--- config.mk ---
export PLATFORM = sky130hd
export DESIGN_NAME = nsoc_top
export DESIGN_NICKNAME = d
export VERILOG_FILES = /design/src/nsoc_pkg.sv /design/src/nsoc_top.sv
export SDC_FILE = /design/constraint.sdc
export NUM_CORES = 2
export LEC_CHECK = 0
export BUFFER_PORTS_ARGS = -buffer_cell sky130_fd_sc_hd__buf_2
export CORE_MARGIN = 2
export CORE_UTILIZATION = 70
export DETAILED_ROUTE_END_ITERATION = 8
export PLACE_DENSITY = 0.88
export SLEW_MARGIN = 10
export SYNTH_ARGS = -nofsm -noshare
export SYNTH_HDL_FRONTEND = slang
export SYNTH_SLANG_ARGS = --single-unit
--- constraint.sdc ---
create_clock -name pclk -period 25.2 [get_ports pclk]
set_input_delay 2.52 -clock pclk [delete_from_list [all_inputs] [get_ports pclk]]
set_output_delay 2.52 -clock pclk [all_outputs]
set_load 0.02 [all_outputs]
--- src/nsoc_pkg.sv ---
// package: constants, types and curve table of the negative-sequence overcurrent timer
package nsoc_pkg;
   typedef struct packed {
      logic signed [15:0] re;
      logic signed [15:0] im;
   } nsoc_phasor_s;

   typedef enum logic [3:0] {
      CV_OFF, CV_DEF, CV_IEC_NI, CV_IEC_VI, CV_IEC_EI, CV_IEC_LI, CV_ANSI_NI, CV_ANSI_MI,
      CV_ANSI_VI, CV_ANSI_EI, CV_ANSI_LI, CV_ANSI_LVI, CV_ANSI_LEI
   } nsoc_curve_e;

   typedef enum logic [1:0] {AL_002, AL_1, AL_2} nsoc_alpha_e;

   // k and c in 0.1 ms units, kr in 0.1 ms units
   typedef struct packed {
      logic [20:0] k;
      logic [12:0] c;
      logic [18:0] kr;
      nsoc_alpha_e al;
   } nsoc_cconst_s;

   localparam int CLK_HZ = 40_000_000;
   localparam int CLK_PERIOD_NS = 25;
   localparam int MS_PER_S = 1000;
   localparam int TICK_MS = 1;
   localparam int TICK_CYC = CLK_HZ / MS_PER_S * TICK_MS;

   localparam logic [7:0] A_CURVE = 8'h00;
   localparam logic [7:0] A_PICK = 8'h04;
   localparam logic [7:0] A_TMS = 8'h08;
   localparam logic [7:0] A_MIND = 8'h0c;
   localparam logic [7:0] A_FIXD = 8'h10;
   localparam logic [7:0] A_RELD = 8'h14;
   localparam logic [7:0] A_STAT = 8'h18;
   localparam logic [7:0] A_IST = 8'h1c;
   localparam logic [7:0] A_IMSK = 8'h20;
   localparam logic [7:0] A_RATIO = 8'h24;

   localparam logic [15:0] PICK_RST = 16'h0032;
   localparam logic [15:0] PICK_MIN = 16'h000a;
   localparam logic [15:0] PICK_MAX = 16'h03e8;
   localparam logic [15:0] TMS_RST = 16'h0064;
   localparam logic [15:0] TMS_MIN = 16'h0005;
   localparam logic [15:0] TMS_MAX = 16'h05dc;
   localparam logic [15:0] DLY_RST = 16'h0064;
   localparam logic [15:0] DLY_MIN = 16'h0028;
   localparam logic [15:0] DLY_MAX = 16'hea60;
   localparam logic [15:0] REL_MIN = 16'h003c;

   localparam logic [12:0] ONE_Q8 = 13'h0100;
   localparam logic [12:0] DROP_Q8 = 13'h00f3;
   localparam logic [12:0] RMAX_Q8 = 13'h1400;
   localparam logic [31:0] ONE_Q16 = 32'h0001_0000;
   localparam logic [15:0] PCT_Q8 = 16'h6400;
   localparam logic signed [26:0] SQ3_Q10 = 27'sh377;
   localparam logic signed [35:0] THIRD_Q16 = 36'sh5555;
   localparam logic [9:0] LN2_A = 10'h38c;
   localparam logic [16:0] SCL_NUM = 17'h10625;
   localparam int Q8 = 8;
   localparam int Q10 = 10;
   localparam int Q16 = 16;
   localparam int SCL_SH = 26;
   localparam logic [1:0] BETA_N = 2'h3;
   localparam int BETA_SH = 3;
   localparam logic [19:0] T_SAT = 20'hfffff;

   function automatic nsoc_cconst_s nsoc_curve_tab(input logic [3:0] cv);
      nsoc_cconst_s r;
      r = '0;
      case (cv)
         CV_IEC_NI: r = '{21'h000578, 13'h0000, 19'h00000, AL_002};
         CV_IEC_VI: r = '{21'h020f58, 13'h0000, 19'h00000, AL_1};
         CV_IEC_EI: r = '{21'h0c3500, 13'h0000, 19'h00000, AL_2};
         CV_IEC_LI: r = '{21'h124f80, 13'h0000, 19'h00000, AL_1};
         CV_ANSI_NI: r = '{21'h000056, 13'h00b9, 19'h011f8, AL_002};
         CV_ANSI_MI: r = '{21'h000203, 13'h0474, 19'h0bd74, AL_002};
         CV_ANSI_VI: r = '{21'h02fe04, 13'h132e, 19'h34bc0, AL_2};
         CV_ANSI_EI: r = '{21'h044d90, 13'h04c1, 19'h470b8, AL_2};
         CV_ANSI_LI: r = '{21'h00035c, 13'h073a, 19'h0b3b0, AL_002};
         CV_ANSI_LVI: r = '{21'h045b3c, 13'h1bd0, 19'h20dc8, AL_2};
         CV_ANSI_LEI: r = '{21'h09c6bc, 13'h09c4, 19'h493e0, AL_2};
         default: r = '0;
      endcase
      return r;
   endfunction
endpackage

--- src/nsoc_top.sv ---
// negative-sequence overcurrent timer with apb settings and interrupt
//
// Design decisions made here: the placing of the registers and the APB slave port.
`timescale 1ns/100ps
module nsoc_top #(
   parameter logic [19:0] NOM_MAG = 20'h003e8,
   parameter int TICK_CYCLES = nsoc_pkg::TICK_CYC
) (
   input wire logic pclk, // apb clock, 40 mhz
   input wire logic presetn, // async reset
   input wire logic psel, // apb select
   input wire logic penable, // apb enable
   input wire logic pwrite, // apb direction
   input wire logic [7:0] paddr, // apb byte address
   input wire logic [31:0] pwdata, // apb write data
   output logic [31:0] prdata, // apb read data
   output logic pready, // apb ready
   output logic pslverr, // apb error on unmapped address
   input wire logic sample_valid, // new phasor set
   input wire nsoc_pkg::nsoc_phasor_s phase_a_phasor, // phase a fundamental
   input wire nsoc_pkg::nsoc_phasor_s phase_b_phasor, // phase b fundamental
   input wire nsoc_pkg::nsoc_phasor_s phase_c_phasor, // phase c fundamental
   input wire logic inhibit_in, // disables the function
   output logic pickup_flag, // started
   output logic operate_flag, // tripped
   output logic combined_pickup, // general start
   output logic combined_operate, // general trip
   output logic irq // level interrupt
);
   typedef enum logic [1:0] {ST_IDLE, ST_RATIO, ST_TIME} nsoc_fsm_e;
   localparam int DW = 48;

   logic [3:0] curve_q;
   logic [9:0] pick_q;
   logic [10:0] tms_q;
   logic [15:0] mind_q, fixd_q, reld_q;
   logic [1:0] ist_q, imsk_q;
   logic [31:0] prdata_q, rd_w;
   logic pready_q, pslverr_q, hit_w, wr_w, irq_q;
   logic start_q, trip_q, cst_q, ctr_q;
   logic [12:0] ratio_q, rc_w;
   logic [19:0] t_op_q, t_rst_q, opc_q, rsc_q, op_tgt_w, rel_tgt_w;
   logic [15:0] tk_q;
   logic tick_q, off_w, inv_w, ansi_w, rpath_q;
   nsoc_fsm_e st_q;
   nsoc_pkg::nsoc_cconst_s cc_w;

   function automatic logic [15:0] clamp(input logic [31:0] v, input logic [15:0] lo, hi);
      if (v < 32'(lo)) return lo;
      if (v > 32'(hi)) return hi;
      return v[15:0];
   endfunction

   assign prdata = prdata_q;
   assign pready = pready_q;
   assign pslverr = pslverr_q;
   assign pickup_flag = start_q;
   assign operate_flag = trip_q;
   assign combined_pickup = cst_q;
   assign combined_operate = ctr_q;
   assign irq = irq_q;

   assign off_w = inhibit_in | (curve_q == nsoc_pkg::CV_OFF);
   assign inv_w = curve_q >= nsoc_pkg::CV_IEC_NI;
   assign ansi_w = curve_q >= nsoc_pkg::CV_ANSI_NI;
   assign cc_w = nsoc_pkg::nsoc_curve_tab(curve_q);
   assign wr_w = psel & penable & pready_q & pwrite;

   always_comb begin
      hit_w = 1'b1;
      rd_w = '0;
      case (paddr)
         nsoc_pkg::A_CURVE: rd_w = 32'(curve_q);
         nsoc_pkg::A_PICK: rd_w = 32'(pick_q);
         nsoc_pkg::A_TMS: rd_w = 32'(tms_q);
         nsoc_pkg::A_MIND: rd_w = 32'(mind_q);
         nsoc_pkg::A_FIXD: rd_w = 32'(fixd_q);
         nsoc_pkg::A_RELD: rd_w = 32'(reld_q);
         nsoc_pkg::A_STAT: rd_w = 32'({ctr_q, cst_q, trip_q, start_q});
         nsoc_pkg::A_IST: rd_w = 32'(ist_q);
         nsoc_pkg::A_IMSK: rd_w = 32'(imsk_q);
         nsoc_pkg::A_RATIO: rd_w = 32'(ratio_q);
         default: hit_w = 1'b0;
      endcase
   end

   // answer registered in the setup cycle so the access phase completes at once
   always_ff @(posedge pclk or negedge presetn) begin
      if (!presetn) begin
         pready_q <= 1'b0;
         prdata_q <= '0;
         pslverr_q <= 1'b0;
      end else begin
         pready_q <= psel & ~penable;
         if (psel & ~penable) begin
            prdata_q <= pwrite ? '0 : rd_w;
            pslverr_q <= ~hit_w;
         end
      end
   end

   // numeric settings are clamped into their legal range on write; an illegal curve code selects off
   always_ff @(posedge pclk or negedge presetn) begin
      if (!presetn) begin
         curve_q <= nsoc_pkg::CV_OFF;
         pick_q <= 10'(nsoc_pkg::PICK_RST);
         tms_q <= 11'(nsoc_pkg::TMS_RST);
         mind_q <= nsoc_pkg::DLY_RST;
         fixd_q <= nsoc_pkg::DLY_RST;
         reld_q <= nsoc_pkg::DLY_RST;
         imsk_q <= '0;
      end else if (wr_w) begin
         case (paddr)
            nsoc_pkg::A_CURVE: curve_q <= (pwdata > 32'(nsoc_pkg::CV_ANSI_LEI)) ?
               nsoc_pkg::CV_OFF : pwdata[3:0];
            nsoc_pkg::A_PICK:
               pick_q <= 10'(clamp(pwdata, nsoc_pkg::PICK_MIN, nsoc_pkg::PICK_MAX));
            nsoc_pkg::A_TMS:
               tms_q <= 11'(clamp(pwdata, nsoc_pkg::TMS_MIN, nsoc_pkg::TMS_MAX));
            nsoc_pkg::A_MIND: mind_q <= clamp(pwdata, nsoc_pkg::DLY_MIN, nsoc_pkg::DLY_MAX);
            nsoc_pkg::A_FIXD: fixd_q <= clamp(pwdata, nsoc_pkg::DLY_MIN, nsoc_pkg::DLY_MAX);
            nsoc_pkg::A_RELD: reld_q <= clamp(pwdata, nsoc_pkg::REL_MIN, nsoc_pkg::DLY_MAX);
            nsoc_pkg::A_IMSK: imsk_q <= pwdata[1:0];
            default: ;
         endcase
      end
   end

   // sticky events; a new event wins over a write-one clear in the same cycle
   always_ff @(posedge pclk or negedge presetn) begin
      if (!presetn) begin
         ist_q <= '0;
         irq_q <= 1'b0;
      end else begin
         ist_q <= (ist_q & ~((wr_w && paddr == nsoc_pkg::A_IST) ? pwdata[1:0] : 2'h0))
            | {trip_q & ~ctr_q, start_q & ~cst_q};
         irq_q <= |(ist_q & imsk_q);
      end
   end

   // negative sequence: (a + a^2 b + a c) / 3
   logic signed [19:0] xr, xi, sr, si;
   logic signed [35:0] pr, pi;
   logic [18:0] abr, abi, mx, mn;
   logic [19:0] mag_w;
   always_comb begin
      xr = 20'(phase_a_phasor.re) - ((20'(phase_b_phasor.re) + 20'(phase_c_phasor.re)) >>> 1)
         + 20'(((27'(phase_b_phasor.im) - 27'(phase_c_phasor.im)) * nsoc_pkg::SQ3_Q10)
         >>> nsoc_pkg::Q10);
      xi = 20'(phase_a_phasor.im) - ((20'(phase_b_phasor.im) + 20'(phase_c_phasor.im)) >>> 1)
         + 20'(((27'(phase_c_phasor.re) - 27'(phase_b_phasor.re)) * nsoc_pkg::SQ3_Q10)
         >>> nsoc_pkg::Q10);
      pr = 36'(xr) * nsoc_pkg::THIRD_Q16;
      pi = 36'(xi) * nsoc_pkg::THIRD_Q16;
      sr = 20'(pr >>> nsoc_pkg::Q16);
      si = 20'(pi >>> nsoc_pkg::Q16);
      abr = sr[19] ? 19'(-sr) : 19'(sr);
      abi = si[19] ? 19'(-si) : 19'(si);
      mx = (abr > abi) ? abr : abi;
      mn = (abr > abi) ? abi : abr;
      // max plus 3/8 min: within about 7 percent of the true magnitude, no root needed
      mag_w = 20'(mx) + 20'((22'(mn) * 22'(nsoc_pkg::BETA_N)) >> nsoc_pkg::BETA_SH);
   end

   // shared restoring divider, one quotient bit per clock
   logic [DW-1:0] dq_q, go_n;
   logic [31:0] dr_q, dd_q, go_d;
   logic [5:0] dc_q;
   logic [33:0] trial;
   logic div_go;
   assign trial = {1'b0, dr_q, dq_q[DW-1]} - {2'h0, dd_q};
   always_ff @(posedge pclk or negedge presetn) begin
      if (!presetn) begin
         dq_q <= '0;
         dr_q <= '0;
         dd_q <= '0;
         dc_q <= '0;
      end else if (div_go) begin
         dq_q <= go_n;
         dr_q <= '0;
         dd_q <= go_d;
         dc_q <= 6'(DW);
      end else if (dc_q != 6'h0) begin
         dr_q <= trial[33] ? {dr_q[30:0], dq_q[DW-1]} : trial[31:0];
         dq_q <= {dq_q[DW-2:0], ~trial[33]};
         dc_q <= dc_q - 6'h1;
      end
   end

   // ratio clamp, curve denominators and time scaling
   logic [25:0] m2_w;
   logic [3:0] lp_w;
   logic [19:0] lg_w;
   logic [31:0] den_w;
   logic [24:0] tq_w;
   logic [35:0] prod_w;
   logic [52:0] tms_w;
   logic [19:0] tres_w;
   always_comb begin
      rc_w = (dq_q > DW'(nsoc_pkg::RMAX_Q8)) ? nsoc_pkg::RMAX_Q8 : dq_q[12:0];
      m2_w = 26'(rc_w) * 26'(rc_w);
      lp_w = 4'h0;
      for (int i = 0; i < 13; i++) begin
         if (rc_w[i]) lp_w = 4'(i);
      end
      // linear log2 in q16: integer part from the leading one, mantissa as fraction
      lg_w = {4'(lp_w - 4'(nsoc_pkg::Q8)), 16'(rc_w << (5'd16 - 5'(lp_w)))};
      case (cc_w.al)
         nsoc_pkg::AL_2: den_w = 32'(m2_w) - nsoc_pkg::ONE_Q16;
         nsoc_pkg::AL_1: den_w = 32'({rc_w, 8'h0}) - nsoc_pkg::ONE_Q16;
         default: den_w = 32'((30'(lg_w) * 30'(nsoc_pkg::LN2_A)) >> nsoc_pkg::Q16);
      endcase
      tq_w = (|dq_q[DW-1:24]) ? '1 : 25'(dq_q[23:0]);
      prod_w = 36'(tq_w + (rpath_q ? 25'h0 : 25'(cc_w.c))) * 36'(tms_q);
      tms_w = (53'(prod_w) * 53'(nsoc_pkg::SCL_NUM)) >> nsoc_pkg::SCL_SH;
      tres_w = (|tms_w[52:20]) ? nsoc_pkg::T_SAT : tms_w[19:0];
   end

   // per-sample evaluation: ratio, then operate or reset time
   always_comb begin
      div_go = 1'b0;
      go_n = '0;
      go_d = '0;
      if (st_q == ST_IDLE && sample_valid && !off_w) begin
         div_go = 1'b1;
         go_n = DW'(mag_w) * DW'(nsoc_pkg::PCT_Q8);
         go_d = 32'(pick_q) * 32'(NOM_MAG);
      end else if (st_q == ST_RATIO && dc_q == 6'h0 && inv_w) begin
         if (rc_w > nsoc_pkg::ONE_Q8) begin
            div_go = 1'b1;
            go_n = DW'(cc_w.k) << nsoc_pkg::Q16;
            go_d = den_w;
         end else if (ansi_w && rc_w < nsoc_pkg::ONE_Q8) begin
            div_go = 1'b1;
            go_n = DW'(cc_w.kr) << nsoc_pkg::Q16;
            go_d = nsoc_pkg::ONE_Q16 - 32'(m2_w);
         end
      end
   end

   always_ff @(posedge pclk or negedge presetn) begin
      if (!presetn) begin
         st_q <= ST_IDLE;
         rpath_q <= 1'b0;
         ratio_q <= '0;
         t_op_q <= nsoc_pkg::T_SAT;
         t_rst_q <= nsoc_pkg::T_SAT;
      end else if (off_w) begin
         st_q <= ST_IDLE;
      end else begin
         unique case (st_q)
            ST_IDLE: if (div_go) st_q <= ST_RATIO;
            ST_RATIO: if (dc_q == 6'h0) begin
               ratio_q <= rc_w;
               rpath_q <= rc_w < nsoc_pkg::ONE_Q8;
               st_q <= div_go ? ST_TIME : ST_IDLE;
            end
            ST_TIME: if (dc_q == 6'h0) begin
               if (rpath_q) t_rst_q <= tres_w;
               else t_op_q <= tres_w;
               st_q <= ST_IDLE;
            end
         endcase
      end
   end

   // pickup with hysteresis, evaluated once per sample
   always_ff @(posedge pclk or negedge presetn) begin
      if (!presetn) begin
         start_q <= 1'b0;
      end else if (off_w) begin
         start_q <= 1'b0;
      end else if (st_q == ST_RATIO && dc_q == 6'h0) begin
         if (rc_w > nsoc_pkg::ONE_Q8) start_q <= 1'b1;
         else if (rc_w < nsoc_pkg::DROP_Q8) start_q <= 1'b0;
      end
   end

   always_ff @(posedge pclk or negedge presetn) begin
      if (!presetn) begin
         tk_q <= '0;
         tick_q <= 1'b0;
      end else begin
         tick_q <= tk_q == 16'(TICK_CYCLES - 1);
         tk_q <= (tk_q == 16'(TICK_CYCLES - 1)) ? 16'h0 : tk_q + 16'h1;
      end
   end

   // the minimum delay floors a short inverse time; definite time ignores the curve
   assign op_tgt_w = (curve_q == nsoc_pkg::CV_DEF) ? 20'(fixd_q) :
      ((t_op_q < 20'(mind_q)) ? 20'(mind_q) : t_op_q);
   assign rel_tgt_w = ansi_w ? t_rst_q : 20'(reld_q);

   // operate timer in ms; below pickup an inverse curve keeps its count until release
   always_ff @(posedge pclk or negedge presetn) begin
      if (!presetn) begin
         opc_q <= '0;
         rsc_q <= '0;
      end else if (off_w) begin
         opc_q <= '0;
         rsc_q <= '0;
      end else if (tick_q) begin
         if (start_q) begin
            opc_q <= (opc_q == nsoc_pkg::T_SAT) ? opc_q : opc_q + 20'h1;
            rsc_q <= '0;
         end else if (!inv_w) begin
            opc_q <= '0;
         end else if (rsc_q >= rel_tgt_w) begin
            opc_q <= '0;
         end else if (opc_q != 20'h0) begin
            rsc_q <= rsc_q + 20'h1;
         end
      end
   end

   always_ff @(posedge pclk or negedge presetn) begin
      if (!presetn) begin
         trip_q <= 1'b0;
         cst_q <= 1'b0;
         ctr_q <= 1'b0;
      end else begin
         trip_q <= !off_w && start_q && opc_q >= op_tgt_w;
         cst_q <= !off_w && start_q;
         ctr_q <= !off_w && trip_q;
      end
   end
endmodule

==> impl_metrics.toml <==
[status]
run_status = "finished clean"

[job]
maxCapViolations = 0

[critical_path]
worst-endpoint-required_ps = 25690
start_kind = "primary input"
crit-reg2reg-capture = "t_op_q[11]"
timing.critical_path.mode_cell = "fa_1"
internal_reg_to_reg_setup_slack_ps = 7740
critical-path-max-stage-delay_ps = 640
rr_startpoint = "dq_q[47]"
cp_slowest_cell = "or4b_2"
cp.arrival_ps = 25310
crit_type = "in -> reg"
path_max_fanout = 8
ff2ff_path_depth = 57
critPathCaptureType = "flip-flop"

[min_path]
min_delay_path_depth = 2
hold_path_end = "prdata[13]"
worstHoldStart = "prdata[13]"
holdCritPathClass = "reg -> reg"

[detailed_routing]
route.detailed.drc = 0
drt_pass1_iterations = 9
routedWlPerCell_um = 20.6
dr.first_iter.drc_count = 5841
routed-via-count = 63900
route.detailed.vias_per_inst = 6.26
detail-route-antenna-nets = 0
detail_route.wirelength_um = 210000

[global_route]
grt_start_max_net_pins = 120
grt_first_pass_wirelength_um = 333000
globalRoute.totalOverflow = 0
initial_antenna_violation_count = 11
grt_use_total_pct = 37.2
grt_pass1_vias = 65000

[finish]
post-route-cell-area_mm2 = 0.0807
final.fill_count = 7276
area_grow_syn2layout_pct = 7.33
final_cell_mix = "inv_1 (1619), ha_1 (1257), fa_1 (923), nand2_1 (698), nor2_1 (437)"
layout.nets = 11100
finish.utilization_pct = 75.6
layout-drive-gt1-share_pct = 8.64
layout.cells.most_common = "inv_1"

[sta]
final.min_clock_period_ps = 24820
post-route-period-util_pct = 98.5
final_max_slew_viol_count = 0
slew-limit-headroom_pct = 12.0
setup-violations-final = 0
timing_worst_slew_pin_value_ps = 1310
timing.fmax_ghz = 0.0403
fin_skew_ps = 25.1
timing_hold_violations_final = 0

[logic_synthesis]
synth_seq_cells = 326
netlist_instances = 8598
synth_edf_count = 0
ys_warn_count = 0
synthesis.area_mm2 = 0.0752
synth_ff_type = "dfrtp_1"
seq_area_frac_synth_pct = 10.9
synthArstFlopShare_pct = 100
syn-mean-instance-area_um2 = 8.74
synthDistinctLibCells = 102

[placed_design]
detailed_place.area_mm2 = 0.0783
placement.io_buffers = 165
place.detailed.hpwl_um = 170000
routabilityCongestion = 1.00

[clocking]
clkSinkCount = 326
clk-insertion-delay-late_ps = 560
htreeDepth = 2
tritoncts = "yes"
cts_hold_buf = 0
max-clock-path-buffers = 3
cts.clk_slew.worst_paths_ps = 70
clock_tree.root_cell = "clkbuf_16"
cts_made_buffers = 34

[die]
core_area_mm2 = 0.107
die_w_um = 332
area_enclosed_by_the_die_boundary_mm2 = 0.110
die_height_um = 332
number_of_cell_rows = 120
floorplan.initialDensity_pct = 70.4
io_pins = 182
==> synthesized netlist by cell type, types with 57 or more instances <==
cell type | instances | area share (%)
o21a_1 | 57 | 0.57
nand3_1 | 102 | 0.68
a21o_1 | 158 | 1.6
fa_1 | 926 | 25
ha_1 | 1270 | 21
o21bai_1 | 65 | 0.65
dfrtp_1 | 271 | 9.0
and3_1 | 111 | 0.92
nor3_1 | 113 | 0.75
nor2b_1 | 66 | 0.55
nand2b_1 | 68 | 0.57
nand2_1 | 699 | 3.5
clkbuf_1 | 233 | 1.2
nor2_1 | 447 | 2.2
xnor2_1 | 303 | 3.5
mux2i_1 | 102 | 1.4
o21ai_0 | 373 | 2.5
a31oi_1 | 62 | 0.52
a21oi_1 | 457 | 3.0
xor2_1 | 156 | 1.8
and2_1 | 123 | 1.0
inv_1 | 1621 | 8.1
==> worst max-delay path: cells and delay by family <==
kind                       cells  cell delay [ps]
AOI/OAI and AO/OA             39             7030
xor gates and xnor gates       7             1250
adders and majority gates     23             9200
buffers and inverters         16             1450
muxes                          1              250
and+or+nand+nor               18             3590
==> metal layers <==
layer	wire (um)	global-route usage (%)
met2	98100	61.2
met4	10900	15.7
met3	19700	6.97
met5	69	0
met1	81300	48.2
==> registers in the layout (all words and copies together), names as in the netlist, 2 cells and up <==
name,cells
curve_q,4
dc_q,6
dd_q,27
dq_q,48
dr_q,32
fixd_q,16
imsk_q,2
ist_q,2
mind_q,16
opc_q,20
pick_q,10
prdata,16
ratio_q,13
reld_q,16
rsc_q,20
st_q,2
t_op_q,20
t_rst_q,20
tk_q,16
tms_q,11
==> repair_timing <==
action,in CTS,in global routing
resized for setup,4,195
endpoints found under the setup margin,1,14
pin swaps,0,58
gates cloned,0,2
buffers inserted,1,30
==> metrics by stage <==
stage	hold WS [ps]	TNS (ps)	setup slack (ps)	cells
2_1_floorplan	446	0	23.7	8618
3_3_place_gp	457	0	142	10100
3_5_place_dp	466	-1670	-686	10100
4_1_cts	481	0	6.31	10200
5_1_grt	496	-1850	-552	10200
6_report	479	0	381	10200
==> logic make-up (layout without fill, tap and decap cells) <==
family                   count (synthesis)  in the layout  share of synthesized area, %
adder cells (fa/ha/maj)               2196           2196                          45.8
AND/OR/NAND/NOR                       1958           1958                          12.4
buffers and inverters                 1892           2077                          9.55
AO/OA/AOI/OAI                         1629           1630                          14.0
XOR/XNOR                               463            463                          5.46
flip-flops                             326            326                          10.9
multiplexers                           132            132                          1.84
other                                    2             30                       0.00999
==> how the worst max path moves through the flow <==
stage / from / endpoint / slack (ps) / cells past startpoint
detailed placement: phase_b_phasor[16] / dq_q[33] / -690 / 94
CTS: phase_b_phasor[2] / dq_q[33] / 6 / 102
global route: phase_b_phasor[2] / dq_q[33] / -550 / 105
floorplan: phase_b_phasor[0] / dq_q[33] / 20 / 102
global placement: phase_c_phasor[1] / dq_q[33] / 140 / 103
finish: phase_b_phasor[2] / dq_q[33] / 380 / 104
==> final cells by class <==
class | count | area (um^2) | area share (%)
flip-flops and latches | 326 | 8230 | 10.2
clock inverters | 14 | 128 | 0.158
inverters | 1624 | 6100 | 7.56
repair buffers | 392 | 2600 | 3.22
well taps | 1403 | 1760 | 2.18
diodes | 8 | 20.0 | 0.0248
clock buffers | 47 | 992 | 1.23
multi-input cells | 6401 | 60900 | 75.4
Power is left out: the tool's default activity adds up to more than one toggle a clock period on the data nets, which glitch-free logic cannot reach.
